<file path="src/sccs_pkg.sv">
/*
 * Shared constants of the storage card command block: register map, opcodes,
 * status bit positions, diagnostic codes, reset values and cycle counts.
 * Assumes a 20 MHz register clock (pclk).
 */
package sccs_pkg;

   // Register byte offsets on APB
   localparam logic [7:0] OFF_DATA     = 8'h00;
   localparam logic [7:0] OFF_ERROR    = 8'h04;
   localparam logic [7:0] OFF_SEC_CNT  = 8'h08;
   localparam logic [7:0] OFF_SEC_NUM  = 8'h0C;
   localparam logic [7:0] OFF_CYL_LO   = 8'h10;
   localparam logic [7:0] OFF_CYL_HI   = 8'h14;
   localparam logic [7:0] OFF_DRV_HEAD = 8'h18;
   localparam logic [7:0] OFF_CMD_STAT = 8'h1C;
   localparam logic [7:0] OFF_DEV_CTRL = 8'h20;
   localparam logic [7:0] OFF_CONFIG   = 8'h24;

   // Opcodes
   localparam logic [7:0] OP_PWR_QUERY_A = 8'h98;
   localparam logic [7:0] OP_PWR_QUERY_B = 8'hE5;
   localparam logic [7:0] OP_DIAG        = 8'h90;
   localparam logic [7:0] OP_ERASE       = 8'hC0;
   localparam logic [7:0] OP_IDENTIFY    = 8'hEC;

   // Status bit positions
   localparam int ST_BUSY = 7;
   localparam int ST_RDY  = 6;
   localparam int ST_DWF  = 5;
   localparam int ST_DSC  = 4;
   localparam int ST_DRQ  = 3;
   localparam int ST_ERR  = 0;

   // Field positions
   localparam int DH_DRV      = 4;
   localparam int DC_NIEN     = 1;
   localparam int DC_SRST     = 2;
   localparam int CF_EMU      = 0;
   localparam int CF_SECOND   = 1;
   localparam int CF_PWR_LO   = 2;
   localparam int CF_CODE_LO  = 4;

   // Power states in the config register
   localparam logic [1:0] PWR_IDLE = 2'h0;

   // Diagnostic and error codes
   localparam logic [7:0] DIAG_OK        = 8'h01;
   localparam logic [7:0] DIAG_SEC_FAIL  = 8'h80;
   localparam logic [7:0] ERR_ABORT      = 8'h04;
   localparam logic [7:0] PWR_CNT_IDLE   = 8'hFF;
   localparam logic [7:0] PWR_CNT_STBY   = 8'h00;

   // Reset values
   localparam logic [7:0] SEC_CNT_RST    = 8'h01;
   localparam logic [7:0] SEC_NUM_RST    = 8'h01;
   localparam logic [2:0] SELF_CODE_RST  = 3'h1;

   // Timing
   localparam int CLK_PERIOD_NS   = 50;
   localparam int BUSY_SET_MAX_NS = 400;
   localparam int BUSY_SET_MAX_CYC =
      (BUSY_SET_MAX_NS / CLK_PERIOD_NS) < 1 ? 1 : (BUSY_SET_MAX_NS / CLK_PERIOD_NS);
   localparam logic [7:0] EXEC_CYC = 8'h04;
   localparam int DIAG_CYC        = 16;
   localparam int IDENT_WORDS     = 256;

   typedef enum logic [2:0] {S_IDLE, S_EXEC, S_WAIT_DIAG, S_FINISH, S_XFER} sccs_state_t;

endpackage : sccs_pkg

</file>
<file path="src/sccs_ident_rom.sv">
/*
 * Identify parameter block: 256 sixteen-bit words, registered read data.
 * Assumes the caller presents the next word index one cycle before use.
 */
`timescale 1ns/100ps
`default_nettype none
module sccs_ident_rom
   import sccs_pkg::*;
#(
   parameter logic [15:0] CYLINDERS   = 16'h03D0,
   parameter logic [15:0] HEADS       = 16'h0010,
   parameter logic [15:0] SPT         = 16'h0020,
   parameter logic [31:0] TOTAL_SECT  = 32'h0007A000,
   parameter logic [15:0] CFG_REMOV   = 16'h0080,   // Arbitrary value
   parameter logic [15:0] CFG_FIXED   = 16'h0040,   // Arbitrary value, bit 6 set
   parameter logic [63:0] SERIAL      = 64'h3030303030303031,
   parameter logic [63:0] FIRMWARE    = 64'h312E303020202020,
   parameter logic [63:0] MODEL       = 64'h464C415348435244,
   parameter logic [7:0]  MULT_MAX    = 8'h01
)(
   input  wire logic        pclk,
   input  wire logic        presetn,
   input  wire logic [7:0]  addr,
   input  wire logic        emu_mode,
   output logic [15:0]      q
);

   typedef struct packed {
      logic [15:0] q;
   } sccs_rom_s_t;

   sccs_rom_s_t s_q, s_d;

   function automatic logic [15:0] word_of(input logic [7:0] a, input logic emu);
      logic [15:0] w;
      w = 16'h0000;
      unique case (a)
         8'd0:  w = emu ? CFG_FIXED : CFG_REMOV;
         8'd1:  w = CYLINDERS;
         8'd3:  w = HEADS;
         8'd6:  w = SPT;
         8'd7:  w = TOTAL_SECT[31:16];
         8'd8:  w = TOTAL_SECT[15:0];
         8'd16: w = SERIAL[63:48];
         8'd17: w = SERIAL[47:32];
         8'd18: w = SERIAL[31:16];
         8'd19: w = SERIAL[15:0];
         8'd23: w = FIRMWARE[63:48];
         8'd24: w = FIRMWARE[47:32];
         8'd25: w = FIRMWARE[31:16];
         8'd26: w = FIRMWARE[15:0];
         8'd27: w = MODEL[63:48];
         8'd28: w = MODEL[47:32];
         8'd29: w = MODEL[31:16];
         8'd30: w = MODEL[15:0];
         8'd47: w = {8'h00, MULT_MAX};
         8'd49: w = 16'h0300;
         8'd51: w = 16'h0200;
         8'd53: w = 16'h0003;
         default:
         begin
            if ((a >= 8'd10 && a <= 8'd15) || (a >= 8'd31 && a <= 8'd46))
               w = 16'h2020;
         end
      endcase
      return w;
   endfunction : word_of

   always_comb
   begin
      s_d   = s_q;
      s_d.q = word_of(addr, emu_mode);
   end

   always_ff @(posedge pclk or negedge presetn)
   begin
      if (!presetn)
         s_q <= '0;
      else
         s_q <= s_d;
   end

   assign q = s_q.q;

endmodule : sccs_ident_rom
`default_nettype wire

</file>
<file path="src/sccs_diag.sv">
/*
 * Drive self test: runs a fixed number of cycles after start and returns a
 * result code, flagging a failed secondary drive in the upper nibble.
 * Assumes start is a one-cycle pulse from logic on pclk.
 */
`timescale 1ns/100ps
`default_nettype none
module sccs_diag
   import sccs_pkg::*;
#(
   parameter int CYCLES = DIAG_CYC
)(
   input  wire logic       pclk,
   input  wire logic       presetn,
   input  wire logic       start,
   input  wire logic [2:0] self_code,
   input  wire logic       report_second,
   input  wire logic       second_fail,
   output logic            done,
   output logic [7:0]      code
);

   typedef struct packed {
      logic        run;
      logic [15:0] cnt;
      logic        done;
      logic [7:0]  code;
   } sccs_diag_s_t;

   sccs_diag_s_t s_q, s_d;

   always_comb
   begin
      s_d      = s_q;
      s_d.done = 1'b0;
      if (start)
      begin
         s_d.run = 1'b1;
         s_d.cnt = 16'(CYCLES - 1);
      end
      else if (s_q.run)
      begin
         if (s_q.cnt == 16'h0000)
         begin
            s_d.run  = 1'b0;
            s_d.done = 1'b1;
            s_d.code = {5'h00, self_code};
            if (report_second && second_fail)
               s_d.code = DIAG_SEC_FAIL | {5'h00, self_code};
         end
         else
            s_d.cnt = s_q.cnt - 16'h0001;
      end
   end

   always_ff @(posedge pclk or negedge presetn)
   begin
      if (!presetn)
         s_q <= '0;
      else
         s_q <= s_d;
   end

   assign done = s_q.done;
   assign code = s_q.code;

endmodule : sccs_diag
`default_nettype wire

</file>
<file path="src/sccs_cmd.sv">
/*
 * Command interpreter of a flash storage card: task-file registers on APB,
 * power query, self test, sector erase and identify commands.
 * Assumes one pclk domain; the two fault pins come from outside and are
 * synchronised here.
 */
`timescale 1ns/100ps
`default_nettype none

module sccs_cmd
   import sccs_pkg::*;
(
   input  wire logic        pclk,
   input  wire logic        presetn,
   input  wire logic        psel,
   input  wire logic        penable,
   input  wire logic        pwrite,
   input  wire logic [7:0]  paddr,
   input  wire logic [31:0] pwdata,
   output logic [31:0]      prdata,
   output logic             pready,
   output logic             pslverr,
   input  wire logic        second_fail_pin,
   input  wire logic        media_fault_pin,
   output logic             intrq,
   output logic             cmd_in_progress_flag
);

   typedef struct packed {
      sccs_state_t st;
      logic        busy;
      logic        drq;
      logic        err;
      logic        dwf;
      logic        irq;
      logic        nien;
      logic        srst;
      logic        emu;
      logic        second;
      logic [1:0]  pwr;
      logic [2:0]  self_code;
      logic [7:0]  err_reg;
      logic [7:0]  sec_cnt;
      logic [7:0]  sec_num;
      logic [7:0]  cyl_lo;
      logic [7:0]  cyl_hi;
      logic [7:0]  drv_head;
      logic [7:0]  cur_cmd;
      logic [7:0]  cnt;
      logic [8:0]  widx;
      logic [31:0] prdata;
      logic [1:0]  sfail_sync;
      logic [1:0]  mfault_sync;
   } sccs_cmd_s_t;

   sccs_cmd_s_t s_q, s_d;

   logic        setup;
   logic        access;
   logic        diag_start;
   logic        diag_done;
   logic [7:0]  diag_code;
   logic [15:0] rom_q;
   logic [7:0]  status;
   logic        data_rd;
   logic        stat_rd;
   logic        drv_match;
   logic        diag_second;
   logic        irq_quiet;

   function automatic logic is_mapped(input logic [7:0] a);
      return a == OFF_DATA || a == OFF_ERROR || a == OFF_SEC_CNT || a == OFF_SEC_NUM ||
             a == OFF_CYL_LO || a == OFF_CYL_HI || a == OFF_DRV_HEAD ||
             a == OFF_CMD_STAT || a == OFF_DEV_CTRL || a == OFF_CONFIG;
   endfunction : is_mapped

   function automatic logic is_pwr_query(input logic [7:0] op);
      return op == OP_PWR_QUERY_A || op == OP_PWR_QUERY_B;
   endfunction : is_pwr_query

   ////////////////////////////////////////////////////////////////////////////
   // Bus decode and status view

   assign setup  = psel && !penable;
   assign access = psel && penable;
   assign pready = 1'b1;
   assign pslverr = access && !is_mapped(paddr);

   // Access-phase read strobes: data reads step the identify transfer, status reads clear the interrupt
   assign data_rd = access && !pwrite && paddr == OFF_DATA;
   assign stat_rd = access && !pwrite && paddr == OFF_CMD_STAT;

   always_comb
   begin
      status          = 8'h00;
      status[ST_BUSY] = s_q.busy;
      status[ST_RDY]  = !s_q.busy && !s_q.srst;
      status[ST_DWF]  = s_q.dwf;
      status[ST_DSC]  = !s_q.busy;
      status[ST_DRQ]  = s_q.drq;
      status[ST_ERR]  = s_q.err;
   end

   assign diag_start = s_q.st == S_EXEC && s_q.cnt == 8'h00 && s_q.cur_cmd == OP_DIAG;

   assign drv_match   = s_q.drv_head[DH_DRV] == s_q.second;
   // Only a disk-emulation primary folds the other drive's result into its code
   assign diag_second = s_q.emu && !s_q.second;
   // A disk-emulation secondary finishes its self test without an interrupt
   assign irq_quiet   = s_q.cur_cmd == OP_DIAG && s_q.emu && s_q.second;

   ////////////////////////////////////////////////////////////////////////////
   // Next state

   always_comb
   begin
      s_d             = s_q;
      s_d.sfail_sync  = {s_q.sfail_sync[0], second_fail_pin};
      s_d.mfault_sync = {s_q.mfault_sync[0], media_fault_pin};

      // Read data is captured in the setup phase and held through access
      if (setup && !pwrite)
      begin
         s_d.prdata = 32'h0000_0000;
         unique case (paddr)
            OFF_DATA:     s_d.prdata = s_q.drq ? {16'h0000, rom_q} : 32'h0000_0000;
            OFF_ERROR:    s_d.prdata[7:0] = s_q.err_reg;
            OFF_SEC_CNT:  s_d.prdata[7:0] = s_q.sec_cnt;
            OFF_SEC_NUM:  s_d.prdata[7:0] = s_q.sec_num;
            OFF_CYL_LO:   s_d.prdata[7:0] = s_q.cyl_lo;
            OFF_CYL_HI:   s_d.prdata[7:0] = s_q.cyl_hi;
            OFF_DRV_HEAD: s_d.prdata[7:0] = s_q.drv_head;
            OFF_CMD_STAT: s_d.prdata[7:0] = status;
            OFF_DEV_CTRL: s_d.prdata[7:0] = {5'h00, s_q.srst, s_q.nien, 1'b0};
            OFF_CONFIG:   s_d.prdata[7:0] = {1'b0, s_q.self_code, s_q.pwr, s_q.second, s_q.emu};
            default:      s_d.prdata = 32'h0000_0000;
         endcase
      end

      // Sequencer
      unique case (s_q.st)
         S_IDLE: ;
         S_EXEC:
         begin
            if (s_q.cnt != 8'h00)
               s_d.cnt = s_q.cnt - 8'h01;
            else if (is_pwr_query(s_q.cur_cmd))
            begin
               s_d.sec_cnt = (s_q.pwr == PWR_IDLE) ? PWR_CNT_IDLE
                                                   : PWR_CNT_STBY;
               s_d.busy    = 1'b0;
               s_d.st      = S_FINISH;
            end
            else if (s_q.cur_cmd == OP_DIAG)
               s_d.st = S_WAIT_DIAG;
            else if (s_q.cur_cmd == OP_ERASE)
            begin
               s_d.dwf  = s_q.mfault_sync[1];
               s_d.err  = s_q.mfault_sync[1];
               s_d.busy = 1'b0;
               s_d.st   = S_FINISH;
            end
            else if (s_q.cur_cmd == OP_IDENTIFY)
            begin
               s_d.busy = 1'b0;
               s_d.drq  = 1'b1;
               s_d.widx = 9'h000;
               s_d.st   = S_FINISH;
            end
            else
            begin
               s_d.err     = 1'b1;
               s_d.err_reg = ERR_ABORT;
               s_d.busy    = 1'b0;
               s_d.st      = S_FINISH;
            end
         end
         S_WAIT_DIAG:
         begin
            if (diag_done)
            begin
               s_d.err_reg = diag_code;
               s_d.busy    = 1'b0;
               s_d.st      = S_FINISH;
            end
         end
         S_FINISH:
         begin
            // Secondary stays quiet after an emulation-mode self test
            if (!irq_quiet)
               s_d.irq = 1'b1;
            s_d.st = s_q.drq ? S_XFER : S_IDLE;
         end
         S_XFER:
         begin
            if (data_rd)
            begin
               s_d.widx = s_q.widx + 9'h001;
               if (s_q.widx == 9'(IDENT_WORDS - 1))
               begin
                  s_d.drq = 1'b0;
                  s_d.st  = S_IDLE;
               end
            end
         end
      endcase

      // Register writes on the access phase
      if (access && pwrite)
      begin
         if (paddr == OFF_DEV_CTRL)
         begin
            s_d.nien = pwdata[DC_NIEN];
            s_d.srst = pwdata[DC_SRST];
         end
         else if (!s_q.busy && !s_q.drq)
         begin
            unique case (paddr)
               OFF_SEC_CNT:  s_d.sec_cnt  = pwdata[7:0];
               OFF_SEC_NUM:  s_d.sec_num  = pwdata[7:0];
               OFF_CYL_LO:   s_d.cyl_lo   = pwdata[7:0];
               OFF_CYL_HI:   s_d.cyl_hi   = pwdata[7:0];
               OFF_DRV_HEAD: s_d.drv_head = pwdata[7:0];
               OFF_CONFIG:
               begin
                  s_d.emu       = pwdata[CF_EMU];
                  s_d.second    = pwdata[CF_SECOND];
                  s_d.pwr       = pwdata[CF_PWR_LO +: 2];
                  s_d.self_code = pwdata[CF_CODE_LO +: 3];
               end
               OFF_CMD_STAT:
               begin
                  // Opcodes arriving while busy are dropped
                  if (!s_q.srst &&
                      (drv_match ||
                       (pwdata[7:0] == OP_DIAG && s_q.emu)))
                  begin
                     s_d.cur_cmd = pwdata[7:0];
                     s_d.busy    = 1'b1;
                     s_d.err     = 1'b0;
                     s_d.dwf     = 1'b0;
                     s_d.irq     = 1'b0;
                     s_d.cnt     = EXEC_CYC;
                     s_d.st      = S_EXEC;
                  end
               end
               default: ;
            endcase
         end
      end

      // Reading status acknowledges the interrupt request
      if (stat_rd && s_q.st != S_FINISH)
         s_d.irq = 1'b0;

      // Soft reset holds the card busy and idle
      if (s_q.srst)
      begin
         s_d.st      = S_IDLE;
         s_d.busy    = 1'b1;
         s_d.drq     = 1'b0;
         s_d.err     = 1'b0;
         s_d.dwf     = 1'b0;
         s_d.irq     = 1'b0;
         s_d.err_reg = DIAG_OK;
         if (!s_d.srst)
            s_d.busy = 1'b0;
      end
   end

   ////////////////////////////////////////////////////////////////////////////
   // State register

   always_ff @(posedge pclk or negedge presetn)
   begin
      if (!presetn)
      begin
         s_q           <= '0;
         s_q.st        <= S_IDLE;
         s_q.err_reg   <= DIAG_OK;
         s_q.sec_cnt   <= SEC_CNT_RST;
         s_q.sec_num   <= SEC_NUM_RST;
         s_q.self_code <= SELF_CODE_RST;
      end
      else
         s_q <= s_d;
   end

   ////////////////////////////////////////////////////////////////////////////
   // Sub-blocks

   sccs_ident_rom u_rom
   (
      .pclk     (pclk),
      .presetn  (presetn),
      .addr     (s_d.widx[7:0]),
      .emu_mode (s_q.emu),
      .q        (rom_q)
   );

   sccs_diag u_diag
   (
      .pclk          (pclk),
      .presetn       (presetn),
      .start         (diag_start),
      .self_code     (s_q.self_code),
      .report_second (diag_second),
      .second_fail   (s_q.sfail_sync[1]),
      .done          (diag_done),
      .code          (diag_code)
   );

   assign prdata               = s_q.prdata;
   assign intrq                = s_q.irq && !s_q.nien;
   assign cmd_in_progress_flag = s_q.busy;

endmodule : sccs_cmd
`default_nettype wire

</file>
<file path="config.mk">
export PLATFORM = sky130hd
export DESIGN_NAME = sccs_cmd
export DESIGN_NICKNAME = d
export VERILOG_FILES = /design/src/sccs_pkg.sv /design/src/sccs_ident_rom.sv /design/src/sccs_diag.sv /design/src/sccs_cmd.sv
export SDC_FILE = /design/constraint.sdc
export NUM_CORES = 1
export LEC_CHECK = 0
export ABC_AREA = 1
export CORE_UTILIZATION = 51
export DETAILED_ROUTE_END_ITERATION = 10
export DONT_BUFFER_PORTS = 1
export PLACE_DENSITY = 0.72
export SYNTH_ARGS = -nofsm -noshare
export SYNTH_HDL_FRONTEND = slang
export SYNTH_SLANG_ARGS = --single-unit
export TNS_END_PERCENT = 100
</file>
<file path="constraint.sdc">
create_clock -name pclk -period 1.75 [get_ports pclk]
set_input_delay 0.35 -clock pclk [delete_from_list [all_inputs] [get_ports pclk]]
set_output_delay 0.35 -clock pclk [all_outputs]
set_load 0.005 [all_outputs]
</file>
==> qor.yml, run 1 <==
power:
  total_power_mw: 10.1
  ir_drop_mv: 0.695
  p_per_area_mw_per_mm2: 1010
  leakage_nw: 5.02
timing:
  holdWs_ns: -0.391
  rsz0062_at_grt: "true"
  fin_worst_skew_ns: 0.00678
  setup_viol: 42
  finalWorstSetupSlack_ns: -0.313
  worstMarginPinSlew_ns: 0.519
  slew_headroom_pct: 65.3
  drv_slew: 0
  fmax_mhz: 485
  hold_viol: 144
  finalCritPeriodShare_pct: 118
  fin_crit_ns: 2.06
yosys:
  synth_area_mm2: 0.00774
  synth_top_area_share_pct: 45.3
  synth-async-reset-ratio_pct: 100
  yosysTopAreaCell: "dfrtp_1"
  synth_area_leaders: "dfrtp_1 (45%), nand2_1 (12%), inv_1 (4.9%)"
  netlist_instances: 975
  synth-warning-count: 0
  ys_ff_latch: 144
  synth-edff-count: 0
  synth_cell_type_count: 53
  synth-main-ff-cell: "dfrtp_1"
  syn-mean-instance-area_um2: 7.94
  yosysSeqAreaShare_pct: 46.6
setup_path:
  reg2reg_from: "s_q[54]"
  r2r-end: "u_rom.q[0]"
  required_ns: 2.12
  ff2ff_path_depth: 14
  cp-start-kind: "flip-flop"
  r2r_setup_slack_ns: -0.31
  cp.arrival_ns: 2.43
  end_kind: "flip-flop"
  path_class: "reg -> reg"
  worstPathMaxFanout: 8
job:
  max-cap-violations: 0
cts:
  ctsHoldBuffers: 2
  cts_buffers: 17
  cts_htree_levels: 4
  cts_root_buf: "clkbuf_16"
  clkSlewWorstSetupHoldPaths_ns: 0.06
  cts_tree: "done"
  clockBufferDepth: 2
  cts.sinks: 144
  worstSkewPairLatency_ns: 0.43
routing:
  drc: 8
  drt_iter0_markers: 626
  ant_nets: 0
  vias_per_cell: 5.38
  vias: 7056
  drt_pass1_iterations: 11
  wl_mm: 20.4
  wl_per_cell_um: 15.5
finish:
  final_cell_mix: "nand2_1 (223), dfrtp_1 (140), buf_4 (138), inv_1 (91), nor2_1 (65)"
  design_area_mm2: 0.0100
  fin_nets: 1166
  layout_commonest_cell: "nand2_1"
  syn2layout_area_growth_pct: 29.4
  fillers: 1160
  antenna_cells: 0
  drive_gt1_share_pct: 30.5
grt:
  overflow: 0
  antenna_found_initial: 0
  grt_pass1_wl_mm: 32.7
  grt_pass1_vias: 6872
  grt.total_usage_pct: 26.5
  grt_max_degree: 145
placement:
  dpl_cell_area_mm2: 0.00874
  finalWeightedCongestion: 0.887
  portBuffers: 0
  place_hpwl_mm: 13.5
  pre_cts_ws_ns: -0.289
floorplan:
  die_area_mm2: 0.0157
  die_h_um: 125
  ioPinCount: 83
  core_area_mm2: 0.0147
  start_util_pct: 52.7
  dieWidth_um: 125
  rows: 44
min_path:
  min_path_type: "in -> async"
outcome:
  status: "complete, but fails checks"
  failed_checks: "design-rule violations, negative hold slack, negative setup slack"
## power by group
group	switching (mW)	internal [mW]
registers	0.147	3.55
clock network	1.45	2.10
logic	1.75	1.08
total	3.35	6.73
## cell families (layout without fill, tap and decap cells)
kind of cell	Yosys count	after routing	synth area share, %
flip-flops	144	144	46.6
XOR/XNOR	8	8	0.905
other	2	17	0.0970
adder cells (fa/ha/maj)	5	5	0.808
buffers and inverters	170	307	10.2
AND/OR/NAND/NOR	477	477	28.9
AO/OA/AOI/OAI	169	169	12.5
## worst max-delay path, cell delays in order, from the launching register on
cell and delay [ns]:
dfrtp_1 0.41, nor2_2 0.15, nand2_1 0.11, nor2_4 0.18, buf_4 0.17, a21oi_1 0.07
nand2_1 0.10, nand3_4 0.12, inv_2 0.09, nand2_4 0.08, nor2_8 0.18, nand3_2 0.11
nand2_2 0.12, inv_1 0.05, nand3_1 0.06
## cell usage after synthesis, types with 6 or more instances
library cell,n
o21ai_1,9
a221oi_1,9
nand4_1,14
buf_4,35
clkbuf_1,10
nand2_2,8
nor3_1,16
nand3_1,56
inv_2,17
o21ai_0,74
nand2_1,244
a21oi_1,49
dfrtp_1,140
nand3_2,12
nor4_1,6
nor2_2,10
inv_1,102
nor2_1,86
## state kept, by name, summed over array words and instances, names as in the netlist
register,flops
cmd_in_progress_flag,1
prdata,16
s_d,2
s_q,87
u_diag.code,4
u_diag.done,1
u_diag.s_q,17
u_rom.q,16
## worst max-delay path by stage
stage,from,endpoint,slack [ns],depth (start not counted)
final,s_q[54],u_rom.q[0],-0.31,14
after global routing,s_q[54],u_rom.q[1],-0.43,14
after CTS,s_q[50],u_rom.q[6],-0.19,13
after detailed placement,s_q[45],u_rom.q[6],-0.29,14
after global placement,s_q[47],u_rom.q[6],-0.24,13
after floorplan,s_q[45],u_diag.s_q[17],-0.06,14
## final cells by class
cell class,count,area [um^2],area share [%]
Clock buffer,19,433,4.32
Clock inverter,13,139,1.39
Inverter,122,473,4.72
Multi-Input combinational cell,676,3900,38.9
Sequential cell,144,3610,36.0
Tap cell,184,230,2.30
Timing Repair Buffer,153,1240,12.4
## per-layer routing
| layer | up-vias | wire length, um | GRT usage (%) |
|---|---|---|---|
| met5 | - | 0 | 0 |
| met4 | 0 | 637 | 11.5 |
| met3 | 43 | 946 | 4.41 |
| met2 | 216 | 10200 | 44.9 |
| met1 | 3368 | 8600 | 33.6 |
| li1 | 3429 | - | - |
## what timing repair did
action | CTS | global route
gates cloned | 0 | 1
endpoints found under the hold margin | 146 | 144
endpoints found under the setup margin | 49 | 59
buffers inserted | 19 | 8
pin swaps | 22 | 31
resized for setup | 60 | 73
## metrics by stage
step	utilization, %	hold WS, ns	instances	setup TNS [ns]
finish	68.2	-0.391	1311	-7.72
global placement	59.5	0.0573	1250	-8.81
floorplan	-	0.0544	990	-0.395
detailed placement	59.5	0.0575	1250	-9.95
CTS	66.0	-0.398	1303	-3.58
global route	68.2	-0.398	1311	-13.87
No activity file was read; power rests on OpenSTA's default activity.
==> run 2: changes to the inputs <==
- SKIP_LAST_GASP: not set -> 1
==> run 2 against run 1 <==
  * The run still ends with design-rule violations, negative hold slack, negative setup slack left
  * Sequential power barely moved
  * Core utilization fell by 0.37 points
  * Setup slack improved by 0.023 ns
  * Routed wire length fell by 1.3%
  * Flip-flop and latch count did not move
  * Non-clock buffer count did not move
  * Register-to-register slack improved by 0.02 ns
  * Largest power group unchanged
  * Highest routed layer unchanged
==> qor.yml, run 2 (synthesis gave the netlist of run 1 again) <==
setup_path:
  worstPathMaxFanout: 3  # -5
  cpMaxStageDelayCell: "dfrtp_1"
  required_ns: 2.11  # about the same
  end_kind: "flip-flop"
  cp.arrival_ns: 2.40  # -0.03 ns
  cpPeakStageDelay_ns: 0.40  # about the same
  cp-start-kind: "flip-flop"
  path_cells: "inv_2 > ha_4 > nand2_2 > nor2_4 > buf_4 > inv_2 > nor2_4 > nand2_4 > nand2_4 > nand4_1 > buf_4 > or2_1 > a21oi_1"
  path_class: "reg -> reg"
cts:
  cts.sinks: 144  # unchanged
  cts_htree_levels: 4  # unchanged
  ctsHoldBuffers: 2  # unchanged
  cts_root_buf: "clkbuf_16"
  clkSlewWorstSetupHoldPaths_ns: 0.06  # about the same
  clockBufferDepth: 2  # unchanged
  worstSkewPairLatency_ns: 0.43  # about the same
  cts_tree: "done"
  cts_buffers: 17  # unchanged
floorplan:
  ioPinCount: 83  # unchanged
  die_h_um: 125  # unchanged
  rows: 44  # unchanged
  core_area_mm2: 0.0147  # unchanged
  start_util_pct: 52.7  # unchanged
  die_area_mm2: 0.0157  # unchanged
  dieWidth_um: 125  # unchanged
grt:
  antenna_found_initial: 0  # unchanged
  grt_pass1_wl_mm: 32.7  # -0.23%
  overflow: 0  # unchanged
  grt_max_degree: 145  # unchanged
  grt_pass1_vias: 6861  # -0.16%
  grt.total_usage_pct: 26.5  # -0.066 points
finish:
  drive_gt1_share_pct: 29.6  # -0.89 points
  utilization_pct: 67.8  # -0.37 points
  layout_commonest_cell: "nand2_1"
  fillers: 1177  # +1.5%
  fin_nets: 1166  # unchanged
  largest_reg_flops: 87  # unchanged
  regMostFlops: "s_q"
  syn2layout_area_growth_pct: 28.7
  final_cell_mix: "nand2_1 (224), dfrtp_1 (140), buf_4 (139), inv_1 (91), nor2_1 (67)"
  antenna_cells: 0  # unchanged
  reg.largest.list: "s_q: 87 flops, u_diag.s_q: 17 flops"
power:
  power_frac_seq_pct: 36.8  # about the same
  internal_power_mw: 6.72  # -0.20%
  p_comb_share_pct: 27.8  # -0.3 points
  ir_drop_mv: 0.690  # -0.78%
  leakage_nw: 5.00  # -0.32%
  switching_power_mw: 3.32  # -0.88%
  p_sw_share_pct: 33.1  # -0.15 points
  p_clk_share_pct: 35.3  # about the same
  p_per_area_mw_per_mm2: 1010  # +0.12%
routing:
  wl_per_cell_um: 15.3  # -1.3%
  drc: 8  # unchanged
  drt_iter0_markers: 587  # -6.2%
  drt_pass1_iterations: 10  # -1
  vias_per_cell: 5.33  # -0.88%
  ant_nets: 0  # unchanged
  vias: 6994  # -0.88%
  wl_mm: 20.1  # -1.3%
timing:
  hold_viol: 144  # unchanged
  finalCritPeriodShare_pct: 117  # -1.3 points
  finalWorstSetupSlack_ns: -0.290  # +0.0229 ns
  fmax_mhz: 490  # +1.1%
  worstMarginPinSlew_ns: 0.509  # -0.0104 ns
  setup_viol: 43  # +2.4%
  rsz0062_at_grt: "true"
  slew_headroom_pct: 66.0  # +0.70 points
  drv_slew: 0  # unchanged
  finalSetupTns_ns: -7.53  # +0.187 ns
  holdWs_ns: -0.388  # +0.00277 ns
  fin_worst_skew_ns: 0.00977  # +0.00300 ns
  fin_crit_ns: 2.04  # -0.0229 ns
job:
  max-cap-violations: 0  # unchanged
placement:
  finalWeightedCongestion: 0.887  # unchanged
  portBuffers: 0  # unchanged
  place_hpwl_mm: 13.5  # unchanged
outcome:
  failed_checks: "design-rule violations, negative hold slack, negative setup slack"
  status: "complete, but fails checks"
min_path:
  min_path_type: "in -> async"
[run 2: cell counts in the layout (fill, tap and decap cells not counted)]
Identical to the previous run, type by type.
[run 2: worst paths after layout]
| kind | from | end | slack [ns] | cells after the start |
|---|---|---|---|---|
| setup reg to reg | s_q[46] | u_diag.s_q[16] | -0.29 | 13 |
| max in group asynchronous | presetn | s_q[101] | 1.91 | 0 |
| setup / recovery | s_q[46] | u_diag.s_q[16] | -0.29 | 13 |
| min in group pclk | pwdata[0] | s_q[93] | 0.21 | 3 |
| hold reg to reg | s_d[3] | s_q[3] | 0.34 | 0 |
| hold / removal | presetn | s_q[89] | -0.39 | 0 |
[run 2: per-layer routing]
layer | vias up | GRT usage, % | part of all wire, %
li1 | 3428 | - | -
met1 | 3314 | 33.6 | 42
met2 | 208 | 44.7 | 50
met3 | 44 | 4.41 | 4.8
met4 | 0 | 11.5 | 3.3
met5 | - | 0 | 0
[run 2: what timing repair did]
item / 4_1_cts / 5_1_grt
buffers inserted: 19 / 8
pin swaps: 21 / 31
cloned: 0 / 1
hold endpoints to repair: 146 / 144
setup endpoints to repair: 49 / 59
gates resized for setup: 55 / 65
[run 2: stage by stage]
stage	cell area [um^2]	cells	hold slack, ns	total power [mW]	worst slack, ns
final	9960	1311	-0.388	10.0	-0.290
after global routing	9960	1311	-0.398	10.5	-0.435
after CTS	9690	1303	-0.398	9.89	-0.195
after detailed placement	8740	1250	0.0575	6.05	-0.289
after global placement	8740	1250	0.0573	6.01	-0.242
after floorplan	7860	990	0.0544	5.37	-0.0609
[run 2: power by group through the flow]
| stage | combinational [mW] | clock [mW] | sequential, mW |
|---|---|---|---|
| after floorplan | 1.65 | 0 | 3.73 |
| after global placement | 2.28 | 0 | 3.73 |
| after detailed placement | 2.31 | 0 | 3.74 |
| after CTS | 2.64 | 3.57 | 3.69 |
| after global routing | 3.09 | 3.73 | 3.72 |
| final | 2.80 | 3.54 | 3.70 |
[run 2: area by class of cell]
| class | count | area, um^2 | share of cell area [%] |
|---|---|---|---|
| clock buffers | 19 | 433 | 4.35 |
| flip-flops and latches | 144 | 3610 | 36.2 |
| inverters | 122 | 475 | 4.77 |
| clock inverters | 13 | 139 | 1.39 |
| repair buffers | 153 | 1230 | 12.4 |
| multi-input cells | 676 | 3840 | 38.6 |
| well taps | 184 | 230 | 2.31 |
[run 2: critical path: cells and delay by family (launching register included)]
family | cells | cell delay, ns
AND/OR/NAND/NOR | 7 | 0.85
buffers and inverters | 4 | 0.47
flip-flops | 1 | 0.40
adder cells (fa/ha/maj) | 1 | 0.12
AO/OA/AOI/OAI | 1 | 0.12
